File: src/mmt_cfg.svh
// register map, field positions and fixed values of the timer channel
`ifndef MMT_CFG_SVH
`define MMT_CFG_SVH

`define MMT_ADDR_W        12
`define MMT_ADDR_MODE     12'h000
`define MMT_ADDR_TIMER    12'h004
`define MMT_ADDR_CTRL     12'h008
`define MMT_ADDR_STATUS   12'h00C

`define MMT_RST_MODE      8'h00
`define MMT_RST_CNT       16'h0000
`define MMT_RST_CTRL      6'h00
`define MMT_RST_PRE       8'h00

`define MMT_MODE_OP_LO    0
`define MMT_MODE_OP_HI    1
`define MMT_MODE_FB0      2
`define MMT_MODE_FB1      3
`define MMT_MODE_FB2      4
`define MMT_MODE_FB3      5
`define MMT_MODE_CTS      6
`define MMT_MODE_QPS      7

`define MMT_CTRL_START    0
`define MMT_CTRL_OSHOT    1
`define MMT_CTRL_UPDN     2
`define MMT_CTRL_QEN      3
`define MMT_CTRL_TSEL_LO  4
`define MMT_CTRL_TSEL_HI  5
`define MMT_CTRL_MASK     6'h3D

`define MMT_CNT_MAX       16'hFFFF
`define MMT_CNT_ZERO      16'h0000
`define MMT_CNT_ONE       16'h0001
`define MMT_CYC16         16'hFFFF
`define MMT_CYC8          16'h00FF
`define MMT_PRE_ZERO      8'h00

`endif

File: src/mmt_pkg.sv
// types shared by the timer channel
package mmt_pkg;
	typedef enum logic [1:0] {
		MMT_OP_TIMER,
		MMT_OP_EVENT,
		MMT_OP_ONESHOT,
		MMT_OP_PWM
	} mmt_op_t;

	typedef enum logic [1:0] {
		MMT_QK_NONE,
		MMT_QK_NORMAL,
		MMT_QK_SELECT,
		MMT_QK_X4
	} mmt_quad_t;

	typedef enum {
		MMT_PW_IDLE,
		MMT_PW_HIGH,
		MMT_PW_LOW
	} mmt_pwm_st_t;
endpackage

File: src/mmt_channel.sv
// multi-mode 16-bit timer channel with apb register slave
// Notes on behaviour
// RQ1: single-phase always; two-phase only on quad channels
// RQ2: event source: pin edge or selected overflow
// RQ3: direction from software flag or output pin
// RQ4: reload type reloads on overflow/underflow
// RQ5: divide ratio FFFF-n+1 up, n+1 down
// RQ6: interrupt on every overflow or underflow
// RQ7: write stopped: reload and counter; running: reload
// RQ8: event counting runs while start flag set
// RQ9: free-run wraps without reloading
// RQ10: pulse output toggles on each wrap
// RQ11: normal two-phase: up rise, down fall
// RQ12: multiply-by-4 counts all edges, phase decides direction
// RQ13: processing type selectable on one channel only
// RQ14: software writes two-phase mode bits correctly
// RQ15: count type and processing bit meanings
// RQ16: software enables two-phase, trigger select 00
// RQ17: one-shot counts down, reloads, stops, interrupts
// RQ18: trigger during one-shot restarts the period
// RQ19: one-shot starts on trigger or flag, lasts n
// RQ20: pwm reloads at rise, ignores triggers, irq at fall
// RQ21: 16-bit pwm: n high in 65535
// RQ22: 8-bit pwm: prescale m+1, n of 255
// RQ23: trigger select 00 pin, others overflows
// RQ24: direction flag 0 down, 1 up
`include "mmt_cfg.svh"

module mmt_channel #(
	parameter mmt_pkg::mmt_quad_t QUAD_KIND = mmt_pkg::MMT_QK_NONE
) (
	input  wire logic                   core_clk,
	input  wire logic                   nrst,
	input  wire logic                   psel,
	input  wire logic                   penable,
	input  wire logic                   pwrite,
	input  wire logic [`MMT_ADDR_W-1:0] paddr,
	input  wire logic [31:0]            pwdata,
	output logic      [31:0]            prdata,
	output logic                        pready,
	output logic                        pslverr,
	input  wire logic                   tick_f1,
	input  wire logic                   tick_f8,
	input  wire logic                   tick_f32,
	input  wire logic                   tick_subclock_div32,
	input  wire logic                   ovf_in_a,
	input  wire logic                   ovf_in_b,
	input  wire logic                   ovf_in_c,
	input  wire logic                   count_input_pin,
	input  wire logic                   pulse_output_pin_i,
	output logic                        pulse_output_pin_o,
	output logic                        pulse_output_pin_oe,
	output logic                        timer_irq,
	output logic                        timer_ovf
);
	import mmt_pkg::*;

	logic [7:0]  mode_q, mode_d;
	logic [15:0] reload_q, reload_d;
	logic [15:0] cnt_q, cnt_d;
	logic [5:0]  ctrl_q, ctrl_d;
	logic [7:0]  pre_q, pre_d;
	logic        out_q, out_d;
	logic        os_run_q, os_run_d;
	logic        irq_q, irq_d;
	logic        ovf_q, ovf_d;
	logic        pin_q, pin_d;
	logic        phb_q, phb_d;
	mmt_pwm_st_t pw_q, pw_d;

	mmt_op_t     op;
	logic        start, free_run, wr_en, wr_timer, wr_ctrl, quad_on, quad_x4;
	logic        pin_rise, pin_fall, phb_rise, phb_fall, ext_edge, sel_ovf, trig;
	logic        src_tick, ptick, ev_step, ev_up, ev_wrap, os_trig, pwm_8;
	logic [15:0] ev_next, hi_len, lo_len, cyc;

	function automatic logic ovf_pick(input logic [1:0] sel, input logic a, input logic b,
		input logic c, input logic pin);
		unique case (sel)
			2'h0: ovf_pick = pin;
			2'h1: ovf_pick = a;
			2'h2: ovf_pick = b;
			2'h3: ovf_pick = c;
		endcase
	endfunction

	assign pready  = 1'b1;
	assign pslverr = psel && penable && !(paddr == `MMT_ADDR_MODE || paddr == `MMT_ADDR_TIMER
		|| paddr == `MMT_ADDR_CTRL || paddr == `MMT_ADDR_STATUS);
	assign pulse_output_pin_o = out_q;
	assign timer_irq          = irq_q;
	assign timer_ovf          = ovf_q;

	always_comb begin
		prdata = 32'h0000_0000;
		unique case (paddr)
			`MMT_ADDR_MODE:   prdata = {24'h00_0000, mode_q};
			`MMT_ADDR_TIMER:  prdata = {16'h0000, cnt_q};
			`MMT_ADDR_CTRL:   prdata = {26'h000_0000, ctrl_q & `MMT_CTRL_MASK};
			`MMT_ADDR_STATUS: prdata = {29'h0000_0000, pw_q != MMT_PW_IDLE, os_run_q, out_q};
			default:          prdata = 32'h0000_0000;
		endcase
	end

	always_comb begin
		op       = mmt_op_t'(mode_q[`MMT_MODE_OP_HI:`MMT_MODE_OP_LO]);
		start    = ctrl_q[`MMT_CTRL_START];
		free_run = mode_q[`MMT_MODE_CTS];                                    // [RQ15]
		pwm_8    = mode_q[`MMT_MODE_FB3];
		wr_en    = psel && penable && pwrite;
		wr_timer = wr_en && paddr == `MMT_ADDR_TIMER;
		wr_ctrl  = wr_en && paddr == `MMT_ADDR_CTRL;
		// two-phase only where the channel kind allows it
		quad_on  = QUAD_KIND != MMT_QK_NONE && ctrl_q[`MMT_CTRL_QEN]
			&& op == MMT_OP_EVENT;                                           // [RQ1]
		quad_x4  = QUAD_KIND == MMT_QK_X4
			|| (QUAD_KIND == MMT_QK_SELECT && mode_q[`MMT_MODE_QPS]);        // [RQ13] [RQ15]
		pin_rise = count_input_pin && !pin_q;
		pin_fall = !count_input_pin && pin_q;
		phb_rise = pulse_output_pin_i && !phb_q;
		phb_fall = !pulse_output_pin_i && phb_q;
		ext_edge = mode_q[`MMT_MODE_FB1] ? pin_rise : pin_fall;
		sel_ovf  = ovf_pick(ctrl_q[`MMT_CTRL_TSEL_HI:`MMT_CTRL_TSEL_LO],
			ovf_in_a, ovf_in_b, ovf_in_c, ext_edge);                         // [RQ23]
		trig     = mode_q[`MMT_MODE_FB2] && sel_ovf;
		unique case (mode_q[`MMT_MODE_QPS:`MMT_MODE_CTS])
			2'h0: src_tick = tick_f1;
			2'h1: src_tick = tick_f8;
			2'h2: src_tick = tick_f32;
			2'h3: src_tick = tick_subclock_div32;
		endcase

		if (quad_on && quad_x4) begin
			ev_step = pin_rise || pin_fall || phb_rise || phb_fall;         // [RQ12]
			ev_up   = (pin_rise && pulse_output_pin_i) || (pin_fall && !pulse_output_pin_i)
				|| (phb_rise && !count_input_pin) || (phb_fall && count_input_pin);
		end else if (quad_on) begin
			ev_step = pulse_output_pin_i && (pin_rise || pin_fall);         // [RQ11]
			ev_up   = pin_rise;
		end else begin
			ev_step = sel_ovf;                                               // [RQ2]
			ev_up   = mode_q[`MMT_MODE_FB2] ? pulse_output_pin_i
				: ctrl_q[`MMT_CTRL_UPDN];                                    // [RQ3] [RQ24]
		end
		ev_step = ev_step && start && op == MMT_OP_EVENT;                    // [RQ8]
		ev_wrap = ev_up ? cnt_q == `MMT_CNT_MAX : cnt_q == `MMT_CNT_ZERO;
		if (ev_wrap && !free_run) begin
			ev_next = reload_q;                                              // [RQ4] [RQ5]
		end else if (ev_up) begin
			ev_next = cnt_q + `MMT_CNT_ONE;                                  // [RQ9]
		end else begin
			ev_next = cnt_q - `MMT_CNT_ONE;
		end

		cyc     = pwm_8 ? `MMT_CYC8 : `MMT_CYC16;
		hi_len  = pwm_8 ? {8'h00, reload_q[15:8]} : reload_q;               // [RQ21] [RQ22]
		lo_len  = cyc - hi_len;
		ptick   = src_tick && (!pwm_8 || pre_q == `MMT_PRE_ZERO);           // [RQ22]
		os_trig = start && ((wr_ctrl && pwdata[`MMT_CTRL_OSHOT]) || trig);  // [RQ19]

		mode_d   = mode_q;
		reload_d = reload_q;
		cnt_d    = cnt_q;
		ctrl_d   = ctrl_q;
		pre_d    = pre_q;
		out_d    = out_q;
		os_run_d = os_run_q;
		pw_d     = pw_q;
		irq_d    = 1'b0;
		ovf_d    = 1'b0;
		pin_d    = count_input_pin;
		phb_d    = pulse_output_pin_i;
		pulse_output_pin_oe = 1'b0;

		if (wr_en && paddr == `MMT_ADDR_MODE) begin
			mode_d = pwdata[7:0];
		end
		if (wr_ctrl) begin
			ctrl_d = pwdata[5:0] & `MMT_CTRL_MASK;
			if (QUAD_KIND == MMT_QK_NONE) begin
				ctrl_d[`MMT_CTRL_QEN] = 1'b0;
			end
		end

		unique case (op)
			MMT_OP_EVENT: begin
				pulse_output_pin_oe = mode_q[`MMT_MODE_FB0] && !mode_q[`MMT_MODE_FB2]
					&& !quad_on;
				if (ev_step) begin
					cnt_d = ev_next;
					if (ev_wrap) begin
						irq_d = 1'b1;                                        // [RQ6]
						ovf_d = 1'b1;
						if (mode_q[`MMT_MODE_FB0]) begin
							out_d = !out_q;                                  // [RQ10]
						end
					end
				end
			end
			MMT_OP_ONESHOT: begin
				pulse_output_pin_oe = mode_q[`MMT_MODE_FB0];
				if (!start) begin
					os_run_d = 1'b0;                                         // [RQ19]
					out_d    = 1'b0;
				end else if (os_trig) begin
					cnt_d    = reload_q;                                     // [RQ18]
					os_run_d = 1'b1;
					out_d    = mode_q[`MMT_MODE_FB0];
				end else if (os_run_q && src_tick) begin
					if (cnt_q <= `MMT_CNT_ONE) begin
						cnt_d    = reload_q;                                 // [RQ17]
						os_run_d = 1'b0;
						out_d    = 1'b0;
						irq_d    = 1'b1;
						ovf_d    = 1'b1;
					end else begin
						cnt_d = cnt_q - `MMT_CNT_ONE;
					end
				end
			end
			MMT_OP_PWM: begin
				pulse_output_pin_oe = 1'b1;
				if (src_tick && pw_q != MMT_PW_IDLE) begin
					pre_d = (pre_q == `MMT_PRE_ZERO) ? reload_q[7:0] : pre_q - 8'h01;
				end
				if (!start) begin
					pw_d  = MMT_PW_IDLE;
					out_d = 1'b0;
				end else begin
					unique case (pw_q)
						MMT_PW_IDLE: begin
							if (!mode_q[`MMT_MODE_FB2] || trig) begin
								pre_d = reload_q[7:0];
								cnt_d = (hi_len != `MMT_CNT_ZERO) ? hi_len : lo_len;
								out_d = hi_len != `MMT_CNT_ZERO;
								pw_d  = (hi_len != `MMT_CNT_ZERO) ? MMT_PW_HIGH : MMT_PW_LOW;
							end
						end
						MMT_PW_HIGH: begin
							if (ptick && cnt_q <= `MMT_CNT_ONE) begin
								if (lo_len == `MMT_CNT_ZERO) begin
									cnt_d = hi_len;
								end else begin
									cnt_d = lo_len;
									out_d = 1'b0;
									irq_d = 1'b1;                            // [RQ20]
									pw_d  = MMT_PW_LOW;
								end
							end else if (ptick) begin
								cnt_d = cnt_q - `MMT_CNT_ONE;
							end
						end
						MMT_PW_LOW: begin
							if (ptick && cnt_q <= `MMT_CNT_ONE) begin
								ovf_d = 1'b1;
								cnt_d = (hi_len != `MMT_CNT_ZERO) ? hi_len : lo_len; // [RQ20]
								out_d = hi_len != `MMT_CNT_ZERO;
								pw_d  = (hi_len != `MMT_CNT_ZERO) ? MMT_PW_HIGH : MMT_PW_LOW;
							end else if (ptick) begin
								cnt_d = cnt_q - `MMT_CNT_ONE;
							end
						end
					endcase
				end
			end
			MMT_OP_TIMER: begin
				out_d = 1'b0;
			end
		endcase

		if (wr_timer) begin
			reload_d = pwdata[15:0];                                         // [RQ7]
			if (!start) begin
				cnt_d = pwdata[15:0];
			end
		end
	end

	always_ff @(posedge core_clk or negedge nrst) begin
		if (!nrst) begin
			mode_q   <= `MMT_RST_MODE;
			reload_q <= `MMT_RST_CNT;
			cnt_q    <= `MMT_RST_CNT;
			ctrl_q   <= `MMT_RST_CTRL;
			pre_q    <= `MMT_RST_PRE;
			out_q    <= 1'b0;
			os_run_q <= 1'b0;
			irq_q    <= 1'b0;
			ovf_q    <= 1'b0;
			pin_q    <= 1'b0;
			phb_q    <= 1'b0;
			pw_q     <= MMT_PW_IDLE;
		end else begin
			mode_q   <= mode_d;
			reload_q <= reload_d;
			cnt_q    <= cnt_d;
			ctrl_q   <= ctrl_d;
			pre_q    <= pre_d;
			out_q    <= out_d;
			os_run_q <= os_run_d;
			irq_q    <= irq_d;
			ovf_q    <= ovf_d;
			pin_q    <= pin_d;
			phb_q    <= phb_d;
			pw_q     <= pw_d;
		end
	end
endmodule

File: config.mk
export PLATFORM = sky130hd
export DESIGN_NAME = mmt_channel
export DESIGN_NICKNAME = d
export VERILOG_FILES = /design/src/mmt_pkg.sv /design/src/mmt_channel.sv
export VERILOG_INCLUDE_DIRS = /design/src
export SDC_FILE = /design/constraint.sdc
export NUM_CORES = 1
export LEC_CHECK = 0
export BUFFER_PORTS_ARGS = -buffer_cell sky130_fd_sc_hd__buf_2
export CORE_MARGIN = 4
export CORE_UTILIZATION = 50
export CTS_CLUSTER_SIZE = 16
export DETAILED_ROUTE_END_ITERATION = 8
export PLACE_DENSITY = 0.71
export SYNTH_ARGS = -nofsm -noshare
export SYNTH_HDL_FRONTEND = slang
export SYNTH_SLANG_ARGS = --single-unit
File: constraint.sdc
create_clock -name core_clk -period 6 [get_ports core_clk]
set_input_delay 0.9 -clock core_clk [delete_from_list [all_inputs] [get_ports core_clk]]
set_output_delay 0.9 -clock core_clk [all_outputs]
set_load 0.005 [all_outputs]
# [Word level (Yosys, flattened, before mapping)]
# Index checks and enable logic that the tools add are counted.
[word_totals] regBits=89 in_bits=58 out_inout_bits=38 elab_cells=161
[op_classes] addsub=4 order_cmp=1 eq_ne=30 n_mux=70 reduce_logical=45
[ops] operator="two-way mux 16 bit" count=18
[ops] operator="two-way mux 32 bit" count=5
[ops] operator="case mux 16 bit (3 select lines)" count=2
[ops] operator="case mux 32 bit (3 select lines)" count=1
[ops] operator="case mux 16 bit (4 select lines)" count=1
[ops] operator="two-way mux 8 bit" count=5
[ops] operator="== test 32 x 1 -> 1 bit, second input constant" count=1
[ops] operator="== test 32 x 2 -> 1 bit, second input constant" count=1
[ops] operator="logical NOT 16 bit" count=2
[ops] operator="logical NOT 32 bit" count=1
[ops] operator="nonzero test 32 bit" count=1
[ops] operator="two-way mux 1 bit" count=30
[ops] operator="== test 12 x 4 -> 1 bit, second input constant" count=2
[ops] operator="inequality test 4 bit, second input constant" count=6
[ops] operator="logical AND 1 bit" count=19
[ops] operator="adder 16 x 1 -> 16 bit, second input constant" count=1
[ops] operator="== test 16 bit, second input constant" count=1
[ops] operator="<= comparator 16 x 1 -> 1 bit, second input constant" count=1
[ops] operator="nonzero test 16 bit" count=1
[ops] operator="subtractor 16 x 1 -> 16 bit, second input constant" count=1
[ops] operator="subtractor 16 bit" count=1
[ops] operator="== test 12 x 3 -> 1 bit, second input constant" count=1
[ops] operator="== test 2 bit, second input constant" count=6
[ops] operator="logical NOT 12 bit" count=1
[ops] operator="15 further kinds" count=41

# [Longest topological paths before layout]
# Gate-level depths: netlist of run 1.
[logic_depth] ltp_word=12 mapped_depth=11 ltp_nobuf=9

# [Worst setup path after synthesis of run 1]
# No wires, ideal clock.
[synth_timing] path_type="input to register" from="input paddr[1]" to="register out_q (netlist: pulse_output_pin_o)" setup_ns=0.139 arrival_time_ns=3.079 t_required_ns=5.861 path_slack_ns=2.782 cell_stages=7 n_path_buf=0 path_cell_list="or4_1 or3_1 or4_1 nand3_2 o31ai_1 o32ai_1 a211oi_1"
[synth_via] elab_chain_len=8 elab_cells_between_ends=11 classes_between="eq/ne (3); mux (3); reduce/logical (5)"
[synth_lines] item="from (decl)" line_no="mmt_channel.sv:37" text="input wire logic [`MMT_ADDR_W-1:0] paddr,"
[synth_lines] item="== test 12 x 4 -> 1 bit (*)"
[synth_lines] item="logical AND 1 bit (no line) (*)"
[synth_lines] item="logical AND 1 bit (*)" line_no="mmt_channel.sv:159" text="os_trig = start && ((wr_ctrl && pwdata[`MMT_CTRL_OSHOT]) || trig);"
[synth_lines] item="logical OR 1 bit (*)" line_no="mmt_channel.sv:159"
[synth_lines] item="logical AND 1 bit (*)" line_no="mmt_channel.sv:159"
[synth_lines] item="two-way mux 1 bit" line_no="mmt_channel.sv:205" text="end else if (os_trig) begin"
[synth_lines] item="two-way mux 1 bit" line_no="mmt_channel.sv:202" text="if (!start) begin"
[synth_lines] item="case mux 1 bit (4 select lines)" line_no="mmt_channel.sv:185" text="unique case (op)"
[synth_lines] item="to (signal assigned)" line_no="mmt_channel.sv:299" text="out_q <= out_d;"
[synth_lines] item="to (decl)" line_no="mmt_channel.sv:63" text="logic out_q, out_d;"
# Mark *: on every way between the ends. The rest lies on a longest branch, timed or not.
# A chain may end at the register's enable or synchronous reset.

# [Final worst setup path of run 1]
[layout_timing] from="register cnt_q[7]" to="register cnt_q[7]"
[layout_via] elab_chain_len=8 elab_cells_between_ends=24 classes_between="add/sub (2); order compare (1); eq/ne (1); mux (17); reduce/logical (3)"
[layout_lines] item="from (decl)" line_no="mmt_channel.sv:60" text="logic [15:0] cnt_q, cnt_d;"
[layout_lines] item="from (signal assigned)" line_no="mmt_channel.sv:283" text="cnt_q <= `MMT_RST_CNT;"
[layout_lines] item="from (signal assigned)" line_no="mmt_channel.sv:296" text="cnt_q <= cnt_d;"
[layout_lines] item="subtractor 16 x 1 -> 16 bit (no line), or another cell as far along"
[layout_lines] item="two-way mux 16 bit, or another cell as far along" line_no="mmt_channel.sv:249, mmt_channel.sv:259"
[layout_lines] item="two-way mux 16 bit, or another cell as far along" line_no="mmt_channel.sv:254" text="if (ptick && cnt_q <= `MMT_CNT_ONE) begin"
[layout_lines] item="case mux 16 bit (3 select lines), or another cell as far along" line_no="mmt_channel.sv:230" text="unique case (pw_q)"
[layout_lines] item="two-way mux 16 bit (on tied branches)" line_no="mmt_channel.sv:226, mmt_channel.sv:189, mmt_channel.sv:202"
[layout_lines] item="case mux 16 bit (3 select lines) (*)" line_no="mmt_channel.sv:185"
[layout_lines] item="two-way mux 16 bit" line_no="mmt_channel.sv:273" text="if (!start) begin"
[layout_lines] item="two-way mux 16 bit (*)" line_no="mmt_channel.sv:271" text="if (wr_timer) begin"
[layout_lines] item="net cnt_d[7]" line_no="mmt_channel.sv:60"
# The timed path passes the listed nets; every way through them passes the cells marked *.

==> out/qor.txt, run 1 <==
Antenna-violating nets left -> 0
Cell area after synthesis -> 6650 um2
Slew at the pin with the worst max-slew slack -> 1.20 ns
Setup TNS -> 0 ns
Remaining global-route overflow -> 0
Area share of fa/ha/maj cells after synthesis -> 1.50%
XOR/XNOR share of the synthesized area -> 0.790%
Area grow syn2layout -> 8.73%
Headroom to the max-slew limit -> 19.4%
Nets -> 989
Synth warn -> 0
DRT Pass-1 Iters -> 7
Site Rows -> 41
Endpoints failing hold -> 0
Max clock buf depth -> 2
Dpl hpwl -> 19900 um
Worst-Skew Late Latency -> 0.36 ns
Post_cts resized -> 0
Routed WL -> 28400 um
Worst setup path endpoint -> cnt_q[7]
H-tree levels -> 3
First-iteration detailed-routing DRC count -> 1307
Reg2reg start -> cnt_q[7]
Via count -> 7990
Syn Area/Cell -> 7.25 um2
Antenna Cells -> 0
Number of global-route vias before repair -> 7112
Synth Flop Type -> dfrtp_1
Slew Limit Fails -> 0
Run status -> completed
Post-route minimum period -> 4.05 ns
Die ar. -> 15200 um2
GPL Wtd Cong -> 1.03
Setup bufs post-CTS -> 0
MaxCap Viol Count -> 0
Worst-path clk slew -> 0.06 ns
Initial antenna violation count -> 0
Seq/Total Area, Yosys -> 22.2%
Worst vdd ir -> 208 uV
Flops & latches, synth -> 59
First-pass GRT wire length -> 42600 um
Chip width -> 123 um
CP required -> 6.19 ns
Critical Path AT -> 4.24 ns
Worst setup EP type -> register
Initial core utilization -> 51.9%
Pwr Density -> 454 nW/um2
Crit path from -> cnt_q[7]
Avg Vias per Cell -> 7.26
Final Setup Violations -> 0
CTS Hold Bufs -> 0
Worst Reg-to-Reg Cells -> 8
Leakage power -> 0.00309 uW
CP startpoint kind -> register
Hold Crit Depth -> 2
Hold Path Class -> reg -> reg
Clk_skew -> 0.0142 ns
Critical path class -> reg -> reg
Mean routed wirelength per cell -> 25.8 um
Instance area at placement -> 6920 um2
Design area -> 7230 um2
CTS tree -> built
Synth Area in Simple Gates -> 28.9%
DRC errors left -> 0
TritonCTS Buffers -> 9
Final period util -> 67.5%
Maximum fanout along the worst path -> 14
Global router's overall resource usage -> 37.4%
Final worst setup slack -> 1.95 ns
EDFF count, synth -> 0
Port bufs -> 62
Largest net degree at the start of global routing -> 60
Multiplexer area fraction after synthesis -> 6.68%
Synth Area in Compound Gates -> 31.0%
Fraction of layout cells with a size suffix above 1 -> 15.4%
Util after Layout -> 56.4%
Reg-to-reg setup timing slack -> 1.95 ns
Clock sink count -> 59
Pre-CTS setup slack -> 1.90 ns
Main combinational cell family by area after synthesis -> compound AO/OA/AOI/OAI gates
Reg2Reg Capture Point -> cnt_q[7]
Clock root buffer -> clkbuf_16
Unrepaired setup endpoints after global routing -> false
Async S/R FF share, synth -> 100%
Max Freq -> 247 MHz
Post-Syn Instances -> 917
I/O pins -> 96
Core area -> 12800 um2
Die H -> 123 um
Synth unique cells -> 81
-- metrics by stage --
step | power [uW] | std cells | hold slack [ns]
floorplan | 2080 | 932 | 0.485
global placement | 2630 | 1084 | 0.532
detailed placement | 2620 | 1084 | 0.536
CTS | 3180 | 1100 | 0.556
global route | 3440 | 1100 | 0.583
finish | 3280 | 1100 | 0.552
-- worst max-delay path: stages, from the launching register on --
cell,delay [ns]
dfrtp_1,0.58
or4_1,0.84
or4_1,0.80
nor3_4,0.54
o31ai_2,0.09
buf_4,0.23
o22a_1,0.21
a221oi_1,0.38
a22oi_1,0.18
-- state kept, by name, indices dropped and copies added, names as in the netlist --
register / flops
ctrl_q: 4
pin_q: 1
pre_q: 8
reload_q: 16
timer_ovf: 1
pw_q: 2
mode_q: 8
os_run_q: 1
cnt_q: 16
timer_irq: 1
pulse_output_pin_o: 1
-- logic make-up after synthesis --
family	Yosys count
XOR/XNOR	6
adder cells (fa/ha/maj)	8
other	2
AND/OR/NAND/NOR	367
flip-flops	59
buffers and inverters	130
multiplexers	39
AO/OA/AOI/OAI	306
-- layer usage --
| layer | wire (um) | track usage (%) |
|---|---|---|
| met1 | 11100 | 51.9 |
| met2 | 11600 | 54.0 |
| met3 | 3840 | 8.46 |
| met4 | 1860 | 19.9 |
| met5 | 0 | 0 |
-- layout make-up --
class | instances | area, um2
clock buffer | 9 | 225
clock inverter | 7 | 82.6
fill | 1298 | 5590
inverter | 28 | 105
multi-input combinational | 743 | 4670
sequential | 59 | 1480
tap | 172 | 215
timing repair buffer | 82 | 460
-- where the power goes --
| group | switching (uW) | internal (uW) |
|---|---|---|
| sequential | 208 | 475 |
| clock | 225 | 328 |
| combinational | 1330 | 714 |
-- cell usage after synthesis, types with 8 or more instances --
cell / n / area [um2]
a211oi_1: 15 / 113
a21o_1: 13 / 97.6
a21oi_1: 71 / 355
a311oi_1: 11 / 96.3
a31oi_1: 18 / 113
a32oi_1: 12 / 105
and3_1: 24 / 150
buf_4: 19 / 143
clkbuf_1: 73 / 274
dfrtp_1: 59 / 1480
ha_1: 8 / 100
inv_1: 27 / 101
mux2_2: 13 / 146
mux2i_1: 23 / 230
nand2_1: 103 / 387
nand2b_1: 11 / 68.8
nand3_1: 25 / 125
nand4_1: 11 / 68.8
nor2_1: 65 / 244
nor3_1: 36 / 180
nor4_1: 18 / 113
o211ai_1: 14 / 105
o21ai_0: 54 / 270
o22ai_1: 16 / 100
o31ai_1: 9 / 67.6
or2_2: 8 / 50.1
or3_1: 12 / 75.1
or4_1: 12 / 90.1
-- layout by cell type (no fill, tap or decap), types with 14 or more instances in the layout --
master	n
nand2_1	103
a21oi_1	71
nor2_1	64
buf_2	62
dfrtp_1	59
o21ai_0	54
nor3_1	36
inv_1	27
nand3_1	25
and3_1	24
mux2i_1	23
buf_4	20
a31oi_1	18
conb_1	17
nor4_1	16
o22ai_1	16
a211oi_1	14
o211ai_1	14
-- worst min-delay path by stage --
stage	from	end	slack (ns)
after global placement	pre_q[7]	pre_q[7]	0.53
after global routing	os_run_q	os_run_q	0.58
after CTS	pre_q[7]	pre_q[7]	0.56
final	pre_q[7]	pre_q[7]	0.55
after floorplan	pre_q[7]	pre_q[7]	0.49
after detailed placement	os_run_q	os_run_q	0.54
Note: power is estimated with default switching activity, not from simulation.
==> run 2: changes to the inputs <==
ABC_AREA = 1   (was default)
clock period = 3.9 ns   (was 6 ns; I/O delays follow)
==> out/qor.txt, run 2 <==
Leakage power -> 0.00394 uW (+27%)
Clk_skew -> 0.0113 ns (-0.00286 ns)
Routed WL -> 27800 um (-2.3%)
Util after Layout -> 55.5% (-0.84 points)
Pwr Density -> 226 nW/um2 (-50%)
Nets -> 1394 (+41%)
DRT Pass-1 Iters -> 6 (-1)
Antenna Cells -> 0 (unchanged)
DRC errors left -> 0 (unchanged)
Number of global-route vias before repair -> 8125 (+14%)
First-pass GRT wire length -> 43600 um (+2.5%)
Top cell type's share of synthesized area -> 23.7% (+1.5 points)
Headroom to the max-slew limit -> 35.9% (+17 points)
Site Rows -> 43 (+4.9%)
MaxCap Viol Count -> 0 (unchanged)
TritonCTS Buffers -> 9 (unchanged)
Filler cells -> 1537 (+18%)
Synth Area in Simple Gates -> 43.7% (+15 points)
Worst setup EP type -> primary output
Initial core utilization -> 51.7% (-0.14 points)
Hold Path Class -> in -> async
Synth warn -> 0 (unchanged)
Worst vdd ir -> 207 uV (-0.18%)
Seq. cell area -> 1480 um2 (unchanged)
Seq/Total Area, Yosys -> 20.3% (-1.9 points)
Largest net degree at the start of global routing -> 30 (-50%)
Design area -> 7830 um2 (+8.3%)
Critical Path AT -> 2.48 ns (-1.76 ns)
Final period util -> 78.5%
Run status -> completed
Final Setup Violations -> 0 (unchanged)
Antenna-violating nets left -> 0 (unchanged)
Commonest non-fill, non-tap cell in the layout -> nand2_1
Endpoints failing hold -> 0 (unchanged)
GPL Wtd Cong -> 1.01 (-1.8%)
Dpl hpwl -> 20800 um (+4.3%)
Most area-hungry cell type in the Yosys netlist -> nand2_1
Largest regs -> cnt_q (16), reload_q (16)
Avg Vias per Cell -> 5.84 (-20%)
I/O pins -> 96 (unchanged)
Slew at the pin with the worst max-slew slack -> 0.959 ns (-0.240 ns)
Top-count cell post-synth -> nand2_1
Die ar. -> 16600 um2 (+9.0%)
Post-synth top cells -> nand2_1 (461), inv_1 (142), nand3_1 (110)
Cell area after synthesis -> 7290 um2 (+9.6%)
Flops & latches, synth -> 59 (unchanged)
Global router's overall resource usage -> 33.9% (-3.5 points)
CP startpoint kind -> input port
Area share of fa/ha/maj cells after synthesis -> 1.37% (-0.13 points)
Mean routed wirelength per cell -> 18.4 um (-29%)
Instance area at placement -> 7550 um2 (+9.0%)
Initial antenna violation count -> 0 (unchanged)
Main combinational cell family by area after synthesis -> simple AND/OR/NAND/NOR gates
Reg-to-reg setup timing slack -> 0.93 ns (-1.02 ns)
Core area -> 14100 um2 (+9.9%)
Unrepaired setup endpoints after global routing -> false
Slew Limit Fails -> 0 (unchanged)
Worst-Skew Late Latency -> 0.36 ns (about the same)
Clock root buffer -> clkbuf_16
Syn Area/Cell -> 5.60 um2 (-23%)
Chip width -> 129 um (+4.4%)
Critical path class -> in -> out
Port bufs -> 62 (unchanged)
Clock sink count -> 59 (unchanged)
Post-route minimum period -> 3.06 ns
Most frequent cells in the layout -> nand2_1 (461), inv_1 (142), nand3_1 (110)
Worst-path clk slew -> 0.06 ns (about the same)
Multiplexer area fraction after synthesis -> 0.463% (-6.2 points)
Fraction of layout cells with a size suffix above 1 -> 11.0% (-4.4 points)
Setup bufs post-CTS -> 0 (unchanged)
Async S/R FF share, synth -> 100% (unchanged)
Synth unique cells -> 52 (-36%)
Post_cts resized -> 0 (unchanged)
CP required -> 3.31 ns (-2.88 ns)
Synth Flop Type -> dfrtp_1
Worst Reg-to-Reg Cells -> 16 (+8)
EDFF count, synth -> 0 (unchanged)
Maximum fanout along the worst path -> 15 (+1)
First-iteration detailed-routing DRC count -> 1177 (-9.9%)
XOR/XNOR share of the synthesized area -> 2.16% (+1.4 points)
Post-Syn Instances -> 1301 (+42%)
Via count -> 8836 (+11%)
Ranking of synthesized cells by area -> nand2_1 (24%), dfrtp_1 (20%), nand3_1 (7.6%)
H-tree levels -> 3 (unchanged)
Area grow syn2layout -> 7.40%
Max Freq -> 326 MHz
Setup TNS -> 0 ns (unchanged)
Die H -> 129 um (+4.4%)
Tot Pwr -> 1770 uW (-46%)
Synth Area in Compound Gates -> 17.4% (-14 points)
Area of the multi-input gates -> 4810 um2 (+3.1%)
Remaining global-route overflow -> 0 (unchanged)
CTS Hold Bufs -> 0 (unchanged)
CTS tree -> built
Max clock buf depth -> 2 (unchanged)
==> run 2: changes by cell type after synthesis, moves of 39 or more <==
| cell | previous run | this run |
|---|---|---|
| o21ai_0 | 54 | 104 |
| nand3_1 | 25 | 110 |
| inv_1 | 27 | 142 |
| nor2_1 | 65 | 104 |
| clkbuf_1 | 73 | 22 |
| nand2_1 | 103 | 461 |
==> run 2: cell families (layout without fill, tap and decap cells) <==
family / count (synthesis) / count (layout)
AOI/OAI and AO/OA: 227 / 227
xor gates and xnor gates: 18 / 18
adders and majority gates: 8 / 8
buffers and inverters: 237 / 254
DFF: 59 / 59
muxes: 3 / 3
other: 2 / 17
and+or+nand+nor: 747 / 747
==> run 2: through the flow <==
step           cells  setup WS, ns  hold WS (ns)
2_1_floorplan   1316          1.52         0.289
3_3_place_gp    1497         0.932         0.501
3_5_place_dp    1497         0.928         0.503
4_1_cts         1513         0.901         0.166
5_1_grt         1513         0.689         0.183
6_report        1513         0.837         0.158
==> run 2: cell type report <==
cell class                      count  share of cell area [%]
Multi-Input combinational cell   1020                    61.5
Sequential cell                    59                    18.9
Inverter                          160                    7.67
Timing Repair Buffer               78                    5.50
Clock buffer                        9                    2.88
Tap cell                          180                    2.88
Clock inverter                      7                   0.751
==> run 2: critical path, stage by stage <==
cell	delay, ns
buf_2	0.09
nor2_1	0.09
nand2_1	0.10
nor2_4	0.17
inv_1	0.07
nor4_1	0.38
inv_1	0.44
o22ai_1	0.27
a221o_1	0.15
buf_2	0.11
==> run 2: routing by layer <==
metal,global-route usage [%],vias up,wire [um]
met4,21.2,0,1960
met5,0,-,0
met2,51.0,549,11800
met3,6.52,125,2680
li1,-,4213,-
met1,44.7,3949,11300
==> run 2: path summary, 6_finish.rpt <==
path,from,endpoint
max reg2reg,cnt_q[0],cnt_q[12]
min reg2reg,mode_q[7],mode_q[7]
max,paddr[9],prdata[0]
min,nrst,timer_irq
max in group asynchronous,nrst,cnt_q[2]
min in group core_clk,count_input_pin,pin_q
==> run 2: where the power goes <==
| group | total, uW | internal, uW | leakage, uW | switching, uW |
|---|---|---|---|---|
| clock network | 796 | 440 | 0.000138 | 356 |
| registers | 655 | 623 | 0.000706 | 32.0 |
| logic | 316 | 104 | 0.00309 | 212 |
| total | 1770 | 1170 | 0.00394 | 600 |
==> run 3: changes to the inputs <==
PLACE_DENSITY = 0.73   (was 0.71)
clock period = 2.6 ns   (was 3.9 ns; I/O delays follow)
==> out/qor.txt, run 3 (synthesized netlist as in run 2, its figures left out) <==
Run status -> completed
Worst-path clk slew -> 0.07 ns (about the same)
Core area -> 14100 um2 (unchanged)
Clk_skew -> 0.0102 ns (-0.00115 ns)
Remaining global-route overflow -> 0 (unchanged)
Pwr Density -> 334 nW/um2 (+48%)
Leakage power -> 0.00426 uW (+8.3%)
Via count -> 9161 (+3.7%)
Reg2Reg Capture Point -> cnt_q[11]
H-tree levels -> 3 (unchanged)
Inst Count DP -> 1551 (+3.6%)
Port bufs -> 62 (unchanged)
MaxCap Viol Count -> 0 (unchanged)
DRC errors left -> 0 (unchanged)
Worst setup EP type -> register
Crit-path cells -> inv_1 -> ha_2 -> nand2_1 -> nor2_2 -> nand2_2 -> nand2_2 -> nand2_4 -> nor2_4 -> buf_4 -> buf_6 -> nand3_1 -> nand2_1 -> nand2_1 -> nand2_1 -> nand2_1 -> nand3_1 -> nand4_1 -> nand2_1 -> inv_1
Met3 Track Usage GR -> 5.52% (-1.0 points)
Combinational share of power -> 19.8% (+1.9 points)
Global router's overall resource usage -> 33.4% (-0.57 points)
Initial antenna violation count -> 0 (unchanged)
GR peak layer -> met2
Antenna Cells -> 0 (unchanged)
Tot Pwr -> 2810 uW (+59%)
Hold Path Class -> in -> async
Fin cells -> 1578 (+4.3%)
Clk pwr share -> 45.8% (+0.7 points)
Worst Reg-to-Reg Cells -> 19 (+3)
Die ar. -> 16600 um2 (unchanged)
CP most frequent cell -> nand2_1
Fraction of layout cells with a size suffix above 1 -> 15.9% (+4.9 points)
Routing usage on met2 -> 50.1% (-0.91 points)
Endpoints failing hold -> 0 (unchanged)
Critical Path AT -> 2.71 ns (+0.23 ns)
Antenna-violating nets left -> 0 (unchanged)
Dpl hpwl -> 21400 um (+3.0%)
Switching part of the total -> 32.8% (-1.2 points)
Reg2reg start -> pre_q[1]
Crit path from -> pre_q[1]
Most frequent cells in the layout -> nand2_1 (458), inv_1 (142), nand3_1 (108)
Commonest non-fill, non-tap cell in the layout -> nand2_1
CP startpoint kind -> register
CTS tree -> built
Largest regs -> cnt_q (16), reload_q (16)
Slowest CP cell -> dfrtp_1
Number of global-route vias before repair -> 8204 (+0.97%)
Worst vdd ir -> 308 uV (+48%)
First-iteration detailed-routing DRC count -> 1184 (+0.59%)
Avg Vias per Cell -> 5.81 (-0.59%)
Area grow syn2layout -> 15.2%
Max clock buf depth -> 2 (unchanged)
Max incr delay on CP -> 0.38 ns (-0.06 ns)
Largest net degree at the start of global routing -> 39 (+30%)
Mean routed wirelength per cell -> 17.7 um (-3.6%)
Clock root buffer -> clkbuf_16
CTS Hold Bufs -> 0 (unchanged)
TritonCTS Buffers -> 9 (unchanged)
Design area -> 8400 um2 (+7.3%)
Worst-Skew Late Latency -> 0.35 ns (about the same)
Chip width -> 129 um (unchanged)
Net switching power -> 919 uW (+53%)
Headroom to the max-slew limit -> 50.6% (+15 points)
Die H -> 129 um (unchanged)
GPL Wtd Cong -> 1.09 (+7.1%)
Final period util -> 94.9%
Worst setup path endpoint -> cnt_q[11]
GRT met1 Usage -> 44.2% (-0.48 points)
Initial core utilization -> 51.7% (unchanged)
Int Pwr -> 1890 uW (+62%)
Nets -> 1459 (+4.7%)
Final Setup Violations -> 0 (unchanged)
Critical path class -> reg -> reg
First-pass GRT wire length -> 43300 um (-0.77%)
Site Rows -> 43 (unchanged)
Flop pwr share -> 34.4% (-2.6 points)
DRT Pass-1 Iters -> 5 (-1)
Post-route minimum period -> 2.47 ns
I/O pins -> 96 (unchanged)
Clock sink count -> 59 (unchanged)
Maximum fanout along the worst path -> 11 (-4)
Slew at the pin with the worst max-slew slack -> 0.740 ns (-0.220 ns)
CP required -> 2.84 ns (-0.47 ns)
Instance area at placement -> 7980 um2 (+5.7%)
Slew Limit Fails -> 0 (unchanged)
Max Freq -> 405 MHz
Reg-to-reg setup timing slack -> 0.13 ns (-0.80 ns)
Routed WL -> 27900 um (+0.55%)
run 3: cell types whose count changed in the layout (fill, tap and decap cells not counted), moves of 3 or more:
cell	delta
dfrtp_2	+3
dfrtp_1	-3
buf_4	+62
nand2_1	-3
nand2_2	+3
run 3: power groups by stage:
stage,clock (uW),combinational (uW),sequential (uW)
2_1_floorplan,0,362,965
5_1_grt,1330,619,967
6_report,1280,557,965
3_3_place_gp,0,516,980
4_1_cts,1290,529,964
3_5_place_dp,0,524,981
run 3: critical path: cells and delay by family (launching register included):
family	cells	cell delay, ns
adders and majority gates	1	0.19
buffers and inverters	4	0.43
DFF	1	0.38
and+or+nand+nor	14	1.38
run 3: area by class of cell:
cell class / count / area, um2
Timing Repair Buffer: 143 / 947
Clock buffer: 10 / 229
Tap cell: 180 / 225
Sequential cell: 59 / 1480
Clock inverter: 6 / 72.6
Multi-Input combinational cell: 1020 / 4850
Fill cell: 1438 / 5700
Inverter: 160 / 601
run 3: stage by stage:
stage,hold slack [ns],util (%),setup WS (ns),setup TNS [ns]
after floorplan,0.0944,-,0.493,0
after global placement,0.410,56.6,0.0973,0
after detailed placement,0.418,56.6,0.0513,0
after CTS,0.0449,58.7,0.0300,0
after global routing,0.0693,59.6,-0.0367,-0.127
final,0.0210,59.6,0.131,0
run 3: worst min path at each step:
stage                     startpoint            to  slack [ns]  cells after the start
after global placement          nrst  reload_q[15]        0.41                      1
after detailed placement        nrst  reload_q[12]        0.42                      1
after CTS                       nrst  reload_q[12]        0.04                      1
after floorplan                 nrst      cnt_q[0]        0.09                      0
after global routing            nrst  reload_q[12]        0.07                      1
final                           nrst  reload_q[12]        0.02                      1
run 3: what timing repair did:
| action | 4_1_cts | 5_1_grt |
|---|---|---|
| buffers inserted | 0 | 11 |
| gates resized for setup | 0 | 15 |
| setup endpoints to repair | 0 | 19 |
run 3: routing by layer:
metal	vias to the layer above	routed length (um)
li1	4342	-
met1	4061	11000
met2	628	12000
met3	130	2870
met4	0	2050
met5	-	0
